==> config.mk <==
export PLATFORM = sky130hd
export DESIGN_NAME = utab_top
export DESIGN_NICKNAME = d
export VERILOG_FILES = /design/src/utab_cond.v /design/src/utab_div.v /design/src/utab_top.v
export VERILOG_INCLUDE_DIRS = /design/src
export SDC_FILE = /design/constraint.sdc
export NUM_CORES = 2
export LEC_CHECK = 0
export ABC_AREA = 1
export BUFFER_PORTS_ARGS = -buffer_cell sky130_fd_sc_hd__buf_2
export CAP_MARGIN = 15
export CORE_ASPECT_RATIO = 1.4
export CORE_MARGIN = 3
export CORE_UTILIZATION = 45
export CTS_BUF_LIST = sky130_fd_sc_hd__clkbuf_2
export CTS_CLUSTER_DIAMETER = 50
export DETAILED_ROUTE_END_ITERATION = 8
export PLACE_DENSITY = 0.66
export SKIP_LAST_GASP = 1
export SLEW_MARGIN = 10
export SYNTH_ARGS = -nofsm -noshare
export SYNTH_HDL_FRONTEND = slang
export SYNTH_SLANG_ARGS = --single-unit
==> constraint.sdc <==
create_clock -name CLK -period 9.1 [get_ports CLK]
set_clock_uncertainty 0.15 [all_clocks]
set_input_delay 0.91 -clock CLK [delete_from_list [all_inputs] [get_ports CLK]]
set_output_delay 0.91 -clock CLK [all_outputs]
set_load 0.02 [all_outputs]
==> src/utab_regs.vh <==
// Operation codes, condition codes, field positions and reset values for the unsigned datapath.
`ifndef UTAB_REGS_VH
`define UTAB_REGS_VH
// ==========================================================================
// Operation codes
`define UTAB_OP_W 5
`define UTAB_OP_NOP 5'h00
`define UTAB_OP_BYTE_TABLE_BRANCH 5'h01
`define UTAB_OP_HALFWORD_TABLE_BRANCH 5'h02
`define UTAB_OP_PACKED_BYTE_ADD 5'h03
`define UTAB_OP_PACKED_HALF_ADD 5'h04
`define UTAB_OP_ADD_SUB_EXCHANGE 5'h05
`define UTAB_OP_BITFIELD_EXTRACT_ZERO 5'h06
`define UTAB_OP_UNSIGNED_DIVIDE 5'h07
`define UTAB_OP_HALVING_BYTE_ADD 5'h08
`define UTAB_OP_HALVING_HALF_ADD 5'h09
`define UTAB_OP_HALVING_ADD_SUB_EXCHANGE 5'h0a
`define UTAB_OP_HALVING_SUB_ADD_EXCHANGE 5'h0b
`define UTAB_OP_HALVING_BYTE_SUB 5'h0c
`define UTAB_OP_HALVING_HALF_SUB 5'h0d
`define UTAB_OP_DOUBLE_ACCUMULATE_MULTIPLY 5'h0e
`define UTAB_OP_MULTIPLY_ACCUMULATE_LONG 5'h0f
`define UTAB_OP_MULTIPLY_LONG 5'h10
`define UTAB_OP_SATURATING_BYTE_ADD 5'h11
// ==========================================================================
// Condition codes
`define UTAB_CC_EQ 4'h0
`define UTAB_CC_NE 4'h1
`define UTAB_CC_CS 4'h2
`define UTAB_CC_CC 4'h3
`define UTAB_CC_MI 4'h4
`define UTAB_CC_PL 4'h5
`define UTAB_CC_VS 4'h6
`define UTAB_CC_VC 4'h7
`define UTAB_CC_HI 4'h8
`define UTAB_CC_LS 4'h9
`define UTAB_CC_GE 4'ha
`define UTAB_CC_LT 4'hb
`define UTAB_CC_GT 4'hc
`define UTAB_CC_LE 4'hd
// Flag positions inside the four-bit NZCV word.
`define UTAB_FLAG_N 3
`define UTAB_FLAG_Z 2
`define UTAB_FLAG_C 1
`define UTAB_FLAG_V 0
// ==========================================================================
// Constants
`define UTAB_DIV_STEPS 6'h20
`define UTAB_ZERO32 32'h00000000
`define UTAB_ONES32 32'hffffffff
`define UTAB_SAT8 8'hff
`endif

==> src/utab_cond.v <==
// Condition code evaluation against the NZCV flags.
`include "utab_regs.vh"
module utab_cond (
	cond,
	flags,
	pass
);
	input wire [3:0] cond;
	input wire [3:0] flags;
	output reg pass;

	wire n = flags[`UTAB_FLAG_N];
	wire z = flags[`UTAB_FLAG_Z];
	wire c = flags[`UTAB_FLAG_C];
	wire v = flags[`UTAB_FLAG_V];

	// ==========================================================================
	// Decode
	// Codes above LE mean always.
	always @*
	begin
		case (cond)
			`UTAB_CC_EQ: pass = z;
			`UTAB_CC_NE: pass = ~z;
			`UTAB_CC_CS: pass = c;
			`UTAB_CC_CC: pass = ~c;
			`UTAB_CC_MI: pass = n;
			`UTAB_CC_PL: pass = ~n;
			`UTAB_CC_VS: pass = v;
			`UTAB_CC_VC: pass = ~v;
			`UTAB_CC_HI: pass = c & ~z;
			`UTAB_CC_LS: pass = ~c | z;
			`UTAB_CC_GE: pass = (n == v);
			`UTAB_CC_LT: pass = (n != v);
			`UTAB_CC_GT: pass = ~z & (n == v);
			`UTAB_CC_LE: pass = z | (n != v);
			default: pass = 1'b1;
		endcase
	end
endmodule // utab_cond

==> src/utab_div.v <==
// Iterative 32-bit unsigned divider, one quotient bit per clock.
`include "utab_regs.vh"
module utab_div (
	clk,
	rst_n,
	start,
	dividend,
	divisor,
	busy,
	done,
	quotient
);
	input wire clk;
	input wire rst_n;
	input wire start;
	input wire [31:0] dividend;
	input wire [31:0] divisor;
	output reg busy;
	output reg done;
	output reg [31:0] quotient;

	reg [31:0] rem;
	reg [31:0] dvs;
	reg [5:0] count;
	wire [32:0] trial = {rem[31:0], quotient[31]} - {1'b0, dvs};

	// ==========================================================================
	// Restoring division
	// A zero divisor gives all ones quotient bits by construction; the core
	// decides whether that is trapped elsewhere.
	always @(posedge clk or negedge rst_n)
	begin
		if (!rst_n)
		begin
			busy <= 1'b0;
			done <= 1'b0;
			rem <= `UTAB_ZERO32;
			dvs <= `UTAB_ZERO32;
			quotient <= `UTAB_ZERO32;
			count <= 6'h00;
		end
		else
		begin
			done <= 1'b0;
			if (start && !busy)
			begin
				busy <= 1'b1;
				rem <= `UTAB_ZERO32;
				dvs <= divisor;
				quotient <= dividend;
				count <= `UTAB_DIV_STEPS;
			end
			else if (busy)
			begin
				if (trial[32])
				begin
					rem <= {rem[30:0], quotient[31]};
					quotient <= {quotient[30:0], 1'b0};
				end
				else
				begin
					rem <= trial[31:0];
					quotient <= {quotient[30:0], 1'b1};
				end
				count <= count - 6'h01;
				if (count == 6'h01)
				begin
					busy <= 1'b0;
					done <= 1'b1;
				end
			end
		end
	end
endmodule // utab_div

==> src/utab_top.v <==
// Unsigned arithmetic and table branch execution datapath.
// How it works
// - Byte table branch reads byte at base plus index, branches forward twice it.
// - Halfword table branch reads halfword at base plus index times two, branches twice it.
// - Table branches exist only in the 32-bit compact encoding.
// - Packed byte add performs four independent 8-bit lane additions.
// - Packed halfword add performs two independent 16-bit lane additions.
// - Add-sub-exchange swaps second operand halves, adds tops, subtracts bottoms.
// - Bitfield extract moves width bits from lsb to bit zero, zero-filled.
// - Unsigned divide writes 32-bit quotient of dividend by divisor; optional.
// - Halving adds add byte or halfword lanes and halve each result.
// - Halving exchange forms swap halves, add/subtract crosswise, halve each result.
// - Halving subtracts subtract byte or halfword lanes and halve each result.
// - Double-accumulate multiply adds product and both destination words into pair.
// - Multiply-accumulate long adds 64-bit product to destination pair.
// - Multiply long writes low product word low, high word high.
// - Flag option on long multiplies updates flags from result, else unchanged.
// - Saturating byte add clamps lanes to 0..255, sticky saturation untouched.
`include "utab_regs.vh"
module utab_top (
	CLK,
	ARST_N,
	ISSUE_VALID,
	ISSUE_READY,
	OPCODE,
	COND,
	WIDE_ENC,
	SET_FLAGS,
	FLAGS_IN,
	OP_A,
	OP_B,
	DEST_LO_IN,
	DEST_HI_IN,
	LSB,
	WIDTH,
	PC,
	DIV_PRESENT,
	MEM_REQ,
	MEM_ADDR,
	MEM_HALF,
	MEM_ACK,
	MEM_RDATA,
	RESULT_VALID,
	RESULT_LO,
	RESULT_HI,
	WRITE_LO,
	WRITE_HI,
	FLAGS_WRITE,
	FLAGS_OUT,
	BRANCH_TAKEN,
	BRANCH_TARGET,
	UNDEFINED
);
	input wire CLK;
	input wire ARST_N;
	input wire ISSUE_VALID;
	output wire ISSUE_READY;
	input wire [`UTAB_OP_W-1:0] OPCODE;
	input wire [3:0] COND;
	input wire WIDE_ENC;
	input wire SET_FLAGS;
	input wire [3:0] FLAGS_IN;
	input wire [31:0] OP_A;
	input wire [31:0] OP_B;
	input wire [31:0] DEST_LO_IN;
	input wire [31:0] DEST_HI_IN;
	input wire [4:0] LSB;
	input wire [5:0] WIDTH;
	input wire [31:0] PC;
	input wire DIV_PRESENT;
	output reg MEM_REQ;
	output reg [31:0] MEM_ADDR;
	output reg MEM_HALF;
	input wire MEM_ACK;
	input wire [15:0] MEM_RDATA;
	output reg RESULT_VALID;
	output reg [31:0] RESULT_LO;
	output reg [31:0] RESULT_HI;
	output reg WRITE_LO;
	output reg WRITE_HI;
	output reg FLAGS_WRITE;
	output reg [3:0] FLAGS_OUT;
	output reg BRANCH_TAKEN;
	output reg [31:0] BRANCH_TARGET;
	output reg UNDEFINED;

	localparam ST_IDLE = 2'h0;
	localparam ST_MEM = 2'h1;
	localparam ST_DIV = 2'h2;

	reg rst_meta;
	reg rst_n;
	reg [1:0] state;
	wire cond_pass;
	wire div_busy;
	wire div_done;
	wire [31:0] div_quot;

	// ==========================================================================
	// Lane helpers
	// Byte lane add or subtract keeping the ninth bit for halving.
	function [8:0] lane8;
		input [7:0] a;
		input [7:0] b;
		input sub;
		begin
			lane8 = sub ? ({1'b0, a} - {1'b0, b}) : ({1'b0, a} + {1'b0, b});
		end
	endfunction

	// Halfword lane add or subtract keeping the seventeenth bit.
	function [16:0] lane16;
		input [15:0] a;
		input [15:0] b;
		input sub;
		begin
			lane16 = sub ? ({1'b0, a} - {1'b0, b}) : ({1'b0, a} + {1'b0, b});
		end
	endfunction

	// Four byte lanes; halve shifts each nine-bit result right by one.
	function [31:0] bytes4;
		input [31:0] a;
		input [31:0] b;
		input sub;
		input halve;
		input sat;
		reg [8:0] r;
		integer i;
		begin
			bytes4 = `UTAB_ZERO32;
			for (i = 0; i < 4; i = i + 1)
			begin
				r = lane8(a[i*8 +: 8], b[i*8 +: 8], sub);
				if (halve)
					bytes4[i*8 +: 8] = r[8:1];
				else if (sat && r[8])
					bytes4[i*8 +: 8] = `UTAB_SAT8;
				else
					bytes4[i*8 +: 8] = r[7:0];
			end
		end
	endfunction

	// Two halfword lanes with separate add/subtract choice per lane.
	function [31:0] halves2;
		input [31:0] a;
		input [31:0] b;
		input sub_hi;
		input sub_lo;
		input halve;
		reg [16:0] h;
		reg [16:0] l;
		begin
			h = lane16(a[31:16], b[31:16], sub_hi);
			l = lane16(a[15:0], b[15:0], sub_lo);
			halves2 = halve ? {h[16:1], l[16:1]} : {h[15:0], l[15:0]};
		end
	endfunction

	// ==========================================================================
	// Reset release and submodules
	always @(posedge CLK or negedge ARST_N)
	begin
		if (!ARST_N)
		begin
			rst_meta <= 1'b0;
			rst_n <= 1'b0;
		end
		else
		begin
			rst_meta <= 1'b1;
			rst_n <= rst_meta;
		end
	end

	utab_cond u_cond (
		.cond(COND),
		.flags(FLAGS_IN),
		.pass(cond_pass)
	);

	wire div_start = (state == ST_IDLE) && ISSUE_VALID && cond_pass && DIV_PRESENT &&
		(OPCODE == `UTAB_OP_UNSIGNED_DIVIDE);

	utab_div u_div (
		.clk(CLK),
		.rst_n(rst_n),
		.start(div_start),
		.dividend(OP_A),
		.divisor(OP_B),
		.busy(div_busy),
		.done(div_done),
		.quotient(div_quot)
	);

	// ==========================================================================
	// Single-cycle results
	wire [31:0] b_swap = {OP_B[15:0], OP_B[31:16]};
	wire [63:0] product = {`UTAB_ZERO32, OP_A} * {`UTAB_ZERO32, OP_B};
	wire [63:0] acc_long = product + {DEST_HI_IN, DEST_LO_IN};
	wire [63:0] acc_double = product + {32'h00000000, DEST_HI_IN} + {32'h00000000, DEST_LO_IN};
	wire [31:0] field_mask = (WIDTH >= 6'h20) ? `UTAB_ONES32 :
		~(`UTAB_ONES32 << WIDTH);
	wire [31:0] field = (OP_A >> LSB) & field_mask;
	reg [63:0] next_result;
	reg next_lo;
	reg next_hi;
	reg next_flags;
	reg next_undef;

	// Picks the result and which destination words are written.
	always @*
	begin
		next_result = 64'h0000000000000000;
		next_lo = 1'b1;
		next_hi = 1'b0;
		next_flags = 1'b0;
		next_undef = 1'b0;
		case (OPCODE)
			`UTAB_OP_PACKED_BYTE_ADD:
				next_result[31:0] = bytes4(OP_A, OP_B, 1'b0, 1'b0, 1'b0);
			`UTAB_OP_PACKED_HALF_ADD:
				next_result[31:0] = halves2(OP_A, OP_B, 1'b0, 1'b0, 1'b0);
			`UTAB_OP_ADD_SUB_EXCHANGE:
				next_result[31:0] = halves2(OP_A, b_swap, 1'b0, 1'b1, 1'b0);
			`UTAB_OP_BITFIELD_EXTRACT_ZERO:
				next_result[31:0] = field;
			`UTAB_OP_HALVING_BYTE_ADD:
				next_result[31:0] = bytes4(OP_A, OP_B, 1'b0, 1'b1, 1'b0);
			`UTAB_OP_HALVING_HALF_ADD:
				next_result[31:0] = halves2(OP_A, OP_B, 1'b0, 1'b0, 1'b1);
			`UTAB_OP_HALVING_ADD_SUB_EXCHANGE:
				next_result[31:0] = halves2(OP_A, b_swap, 1'b0, 1'b1, 1'b1);
			`UTAB_OP_HALVING_SUB_ADD_EXCHANGE:
				next_result[31:0] = halves2(OP_A, b_swap, 1'b1, 1'b0, 1'b1);
			`UTAB_OP_HALVING_BYTE_SUB:
				next_result[31:0] = bytes4(OP_A, OP_B, 1'b1, 1'b1, 1'b0);
			`UTAB_OP_HALVING_HALF_SUB:
				next_result[31:0] = halves2(OP_A, OP_B, 1'b1, 1'b1, 1'b1);
			`UTAB_OP_SATURATING_BYTE_ADD:
				next_result[31:0] = bytes4(OP_A, OP_B, 1'b0, 1'b0, 1'b1);
			`UTAB_OP_DOUBLE_ACCUMULATE_MULTIPLY:
			begin
				next_result = acc_double;
				next_hi = 1'b1;
			end
			`UTAB_OP_MULTIPLY_ACCUMULATE_LONG:
			begin
				next_result = acc_long;
				next_hi = 1'b1;
				next_flags = SET_FLAGS;
			end
			`UTAB_OP_MULTIPLY_LONG:
			begin
				next_result = product;
				next_hi = 1'b1;
				next_flags = SET_FLAGS;
			end
			default:
			begin
				next_lo = 1'b0;
				next_undef = 1'b1;
			end
		endcase
	end

	wire is_table = (OPCODE == `UTAB_OP_BYTE_TABLE_BRANCH) ||
		(OPCODE == `UTAB_OP_HALFWORD_TABLE_BRANCH);
	wire is_div = (OPCODE == `UTAB_OP_UNSIGNED_DIVIDE);
	assign ISSUE_READY = (state == ST_IDLE);

	// ==========================================================================
	// Issue and completion
	// One instruction in flight; table branches and divides hold the issue
	// port until their memory read or quotient is ready.
	always @(posedge CLK or negedge rst_n)
	begin
		if (!rst_n)
		begin
			state <= ST_IDLE;
			MEM_REQ <= 1'b0;
			MEM_ADDR <= `UTAB_ZERO32;
			MEM_HALF <= 1'b0;
			RESULT_VALID <= 1'b0;
			RESULT_LO <= `UTAB_ZERO32;
			RESULT_HI <= `UTAB_ZERO32;
			WRITE_LO <= 1'b0;
			WRITE_HI <= 1'b0;
			FLAGS_WRITE <= 1'b0;
			FLAGS_OUT <= 4'h0;
			BRANCH_TAKEN <= 1'b0;
			BRANCH_TARGET <= `UTAB_ZERO32;
			UNDEFINED <= 1'b0;
		end
		else
		begin
			RESULT_VALID <= 1'b0;
			WRITE_LO <= 1'b0;
			WRITE_HI <= 1'b0;
			FLAGS_WRITE <= 1'b0;
			BRANCH_TAKEN <= 1'b0;
			UNDEFINED <= 1'b0;
			case (state)
				ST_IDLE:
				begin
					if (ISSUE_VALID)
					begin
						if (!cond_pass)
							RESULT_VALID <= 1'b1;
						else if (is_table)
						begin
							if (!WIDE_ENC)
							begin
								RESULT_VALID <= 1'b1;
								UNDEFINED <= 1'b1;
							end
							else
							begin
								MEM_REQ <= 1'b1;
								MEM_HALF <= (OPCODE == `UTAB_OP_HALFWORD_TABLE_BRANCH);
								if (OPCODE == `UTAB_OP_HALFWORD_TABLE_BRANCH)
									MEM_ADDR <= OP_A + {OP_B[30:0], 1'b0};
								else
									MEM_ADDR <= OP_A + OP_B;
								BRANCH_TARGET <= PC;
								state <= ST_MEM;
							end
						end
						else if (is_div)
						begin
							if (DIV_PRESENT)
								state <= ST_DIV;
							else
							begin
								RESULT_VALID <= 1'b1;
								UNDEFINED <= 1'b1;
							end
						end
						else
						begin
							RESULT_VALID <= 1'b1;
							UNDEFINED <= next_undef;
							RESULT_LO <= next_result[31:0];
							RESULT_HI <= next_result[63:32];
							WRITE_LO <= next_lo;
							WRITE_HI <= next_hi;
							FLAGS_WRITE <= next_flags;
							FLAGS_OUT <= {next_result[63], (next_result == 64'h0000000000000000),
								FLAGS_IN[`UTAB_FLAG_C], FLAGS_IN[`UTAB_FLAG_V]};
						end
					end
				end
				ST_MEM:
				begin
					if (MEM_ACK)
					begin
						MEM_REQ <= 1'b0;
						RESULT_VALID <= 1'b1;
						BRANCH_TAKEN <= 1'b1;
						if (MEM_HALF)
							BRANCH_TARGET <= BRANCH_TARGET + {15'h0000, MEM_RDATA, 1'b0};
						else
							BRANCH_TARGET <= BRANCH_TARGET + {23'h000000, MEM_RDATA[7:0], 1'b0};
						state <= ST_IDLE;
					end
				end
				ST_DIV:
				begin
					if (div_done && !div_busy)
					begin
						RESULT_VALID <= 1'b1;
						RESULT_LO <= div_quot;
						WRITE_LO <= 1'b1;
						state <= ST_IDLE;
					end
				end
				default: state <= ST_IDLE;
			endcase
		end
	end
endmodule // utab_top

==> flow_summary.yaml <==
placement:
  dp_hpwl_um: 343000
  dp_slack_ns: -2.26
  io_buffer_count: 347
  postPlaceCellArea_mm2: 0.0884
  place.gp.congestion: 1.14
critical_path:
  worstPathRequired_ns: 10.33
  slowest_delay_ns: 0.65
  crit_fanout: 9
  r2r-start: "state[0]$_DFFE_PN0P_"
  rrSetupSlack_ns: 3.62
  cp.arrival_ns: 10.37
  critPathCapture: "FLAGS_OUT[2]$_DFFE_PN0P_"
  cpMostUsedCell: "inv_1"
  cp-startpoint: "OP_A[5]"
  reg2reg_to: "BRANCH_TARGET[9]$_DFFE_PN0P_"
  crit_slowest_cell: "fa_2"
  start_kind: "primary input"
  worstSetupEndpointType: "register"
  rr_worst_depth: 12
  critical_path_class: "in2reg"
synth:
  async_flop_share_pct: 100
  synthSimpleGateAreaFrac_pct: 28.7
  postSynthNetCount: 12900
  synthAdderAreaFrac_pct: 36.0
  yosys.cell_types.count: 65
  yosysSeqAreaShare_pct: 8.46
  yosysWarnings: 0
  synth_edf_count: 0
  syn_area_per_cell_um2: 6.53
  netlist_instances: 11200
  muxShareOfSynthArea_pct: 0.0274
  synth_seq_cells: 247
  syn_area_mm2: 0.0731
  synth_compound_area_share_pct: 9.95
  ys.flop_type: "dfrtp_1"
  synth_xor_area_share_pct: 1.64
  synth_top_family_by_area: "adder cells"
finish:
  fillers: 15000
  post_route_cells_drive_above_1_share_pct: 22.8
  postLayoutCellArea_mm2: 0.0953
  area_growth_pct: 30.5
  multiInputGateArea_mm2: 0.0595
  final_nets: 14700
  regArea_mm2: 0.00618
global_routing:
  grt_pass1_vias: 85600
  grt_pass1_wl_um: 576000
  grt_overflow: 0
  antenna_found_initial: 45
  track_usage_pct: 47.8
  grt_max_degree: 161
timing:
  max_slew_margin_pct: 11.9
  min_period_over_period_pct: 100
  fmax_mhz: 109
  fin_tns_setup_ns: -0.0407
  slew_viol_final: 0
  final_hold_viol_count: 0
  rsz0062_at_grt: "true"
  finalWorstSetupSlack_ns: -0.0407
  min_period_ns: 9.14
  setup_viol: 1
  worstMarginPinSlew_ns: 1.31
floorplanning:
  start_util_pct: 45.4
  num_rows: 174
  die_area_mm2: 0.167
  die_x_um: 347
  core_mm2: 0.161
  ios: 348
  die_h_um: 483
clock_network:
  htree_num_levels: 3
  clk_path_buf_depth: 3
  cts.reportedPaths.clkPinSlew_ns: 0.11
  worstSkewPairLatency_ns: 1.77
  cts_inserted_buffers: 69
  cts.sinks: 247
  clockRootBuffer: "clkbuf_2"
  tritoncts: "done"
drt:
  drc_errors: 5
  first_pass_iters: 9
  drt-wirelength-per-cell_um: 27.2
  drt-total-wl_um: 412000
  vias_per_cell: 5.67
  drtIter0Drc: 8996
  ant_nets: 0
  vias: 85600
outcome:
  status: "finished, violations left"
  violations: "DRC, setup timing"
job:
  maxCapViolCount: 0
hold_path:
  holdCritPathClass: "in2reg"
[critical path, delay by kind of cell]
kind	cells	cell delay [ns]
adders and majority gates	11	4.54
and+or+nand+nor	24	3.22
buffers and inverters	13	1.42
AOI/OAI and AO/OA	1	0.25
[synthesized netlist by cell type (18+ instances only)]
| master | count | area (um2) |
|---|---|---|
| clkbuf_1 | 329 | 1230 |
| buf_2 | 28 | 140 |
| nand2_2 | 56 | 350 |
| nand2_1 | 3227 | 12100 |
| nor2_2 | 42 | 263 |
| inv_2 | 32 | 120 |
| fa_1 | 943 | 18900 |
| nor3_1 | 67 | 335 |
| dfrtp_1 | 247 | 6180 |
| nand3b_1 | 60 | 450 |
| ha_1 | 593 | 7420 |
| buf_1 | 18 | 67.6 |
| o221ai_1 | 34 | 298 |
| a31oi_1 | 28 | 175 |
| or2_2 | 40 | 250 |
| inv_1 | 2525 | 9480 |
| nor2_1 | 693 | 2600 |
| xnor2_1 | 43 | 377 |
| nand4_1 | 113 | 707 |
| o21a_1 | 30 | 225 |
| a21o_1 | 21 | 158 |
| o21ai_0 | 484 | 2420 |
| nand3_1 | 663 | 3320 |
| o21bai_1 | 34 | 255 |
| xor2_1 | 94 | 823 |
| a21oi_1 | 493 | 2470 |
| o211ai_1 | 40 | 300 |
[placed cells by master (no fill, tap or decap), types with 246 or more instances in the layout]
cell,n
nand3_1,616
inv_1,2440
a21oi_1,425
buf_4,1404
fa_1,874
o21ai_0,438
nor2_1,575
buf_2,306
nand2_1,3061
ha_1,484
dfrtp_1,246
[area by class of cell]
type	count	share of cell area, %
Clock inverter	22	0.144
Timing Repair Buffer	2034	17.4
Clock buffer	100	0.525
Tap cell	2112	2.77
Inverter	2572	10.2
Multi-Input combinational cell	7992	62.4
Sequential cell	247	6.49
Antenna cell	35	0.0919
[metal layers]
metal	vias to the layer above	GRT usage (%)	wire, um	share of wire [%]
met5	-	0	139	0.034
met4	20	50.6	56200	14
met3	1997	13.2	39800	9.7
met2	5157	76.8	184000	45
met1	40900	48.8	131000	32
li1	37600	-	-	-
[per-stage QoR]
step	utilization (%)	cells	hold WS, ns
final	59.2	15100	0.0545
after global routing	59.2	15100	-0.0187
after CTS	57.0	15000	0.00170
after detailed placement	54.9	14700	0.196
after global placement	54.9	14700	0.193
after floorplan	-	11200	0.181
[cell families (layout without fill, tap and decap cells)]
logic type      count (synthesis)  in the layout
compound gates               1288           1288
xor+xnor                      137            137
other cells                     1             36
flops                         247            247
simple gates                 5028           5028
mux                             2              2
buf+inv                      2948           4728
fa+ha+maj                    1536           1536
[registers in the layout, summed over array words and instances, names as in the netlist, 2 cells and up]
| signal | flops |
|---|---|
| state | 2 |
| RESULT_HI | 32 |
| u_div.rem | 32 |
| u_div.count | 6 |
| MEM_ADDR | 32 |
| u_div.dvs | 32 |
| FLAGS_OUT | 3 |
| BRANCH_TARGET | 32 |
| RESULT_LO | 32 |
| u_div.quotient | 32 |
[repair_timing]
item	CTS	global route
cloned	1	8
endpoints found under the setup margin	26	29
buffers inserted	26	71
hold buffers	122	2
resized for setup	318	744
pin swaps	91	358
hold endpoints to repair	111	2
[worst min-delay path by stage]
stage,slack [ns],depth (start not counted),end,start
3_5_place_dp,0.20,0,rst_n$_DFF_PN0_,rst_meta$_DFF_PN0_
6_report,0.05,6,u_div.dvs[13]$_DFFE_PN0P_,OP_B[13]
5_1_grt,-0.02,6,RESULT_LO[0]$_DFFE_PN0P_,LSB[4]
3_3_place_gp,0.19,0,rst_n$_DFF_PN0_,rst_meta$_DFF_PN0_
4_1_cts,0.002,6,u_div.dvs[10]$_DFFE_PN0P_,OP_B[10]
2_1_floorplan,0.18,0,rst_n$_DFF_PN0_,rst_meta$_DFF_PN0_
Power is left out: the tool's default activity adds up to more than one toggle a clock period on the data nets, which glitch-free logic cannot reach.
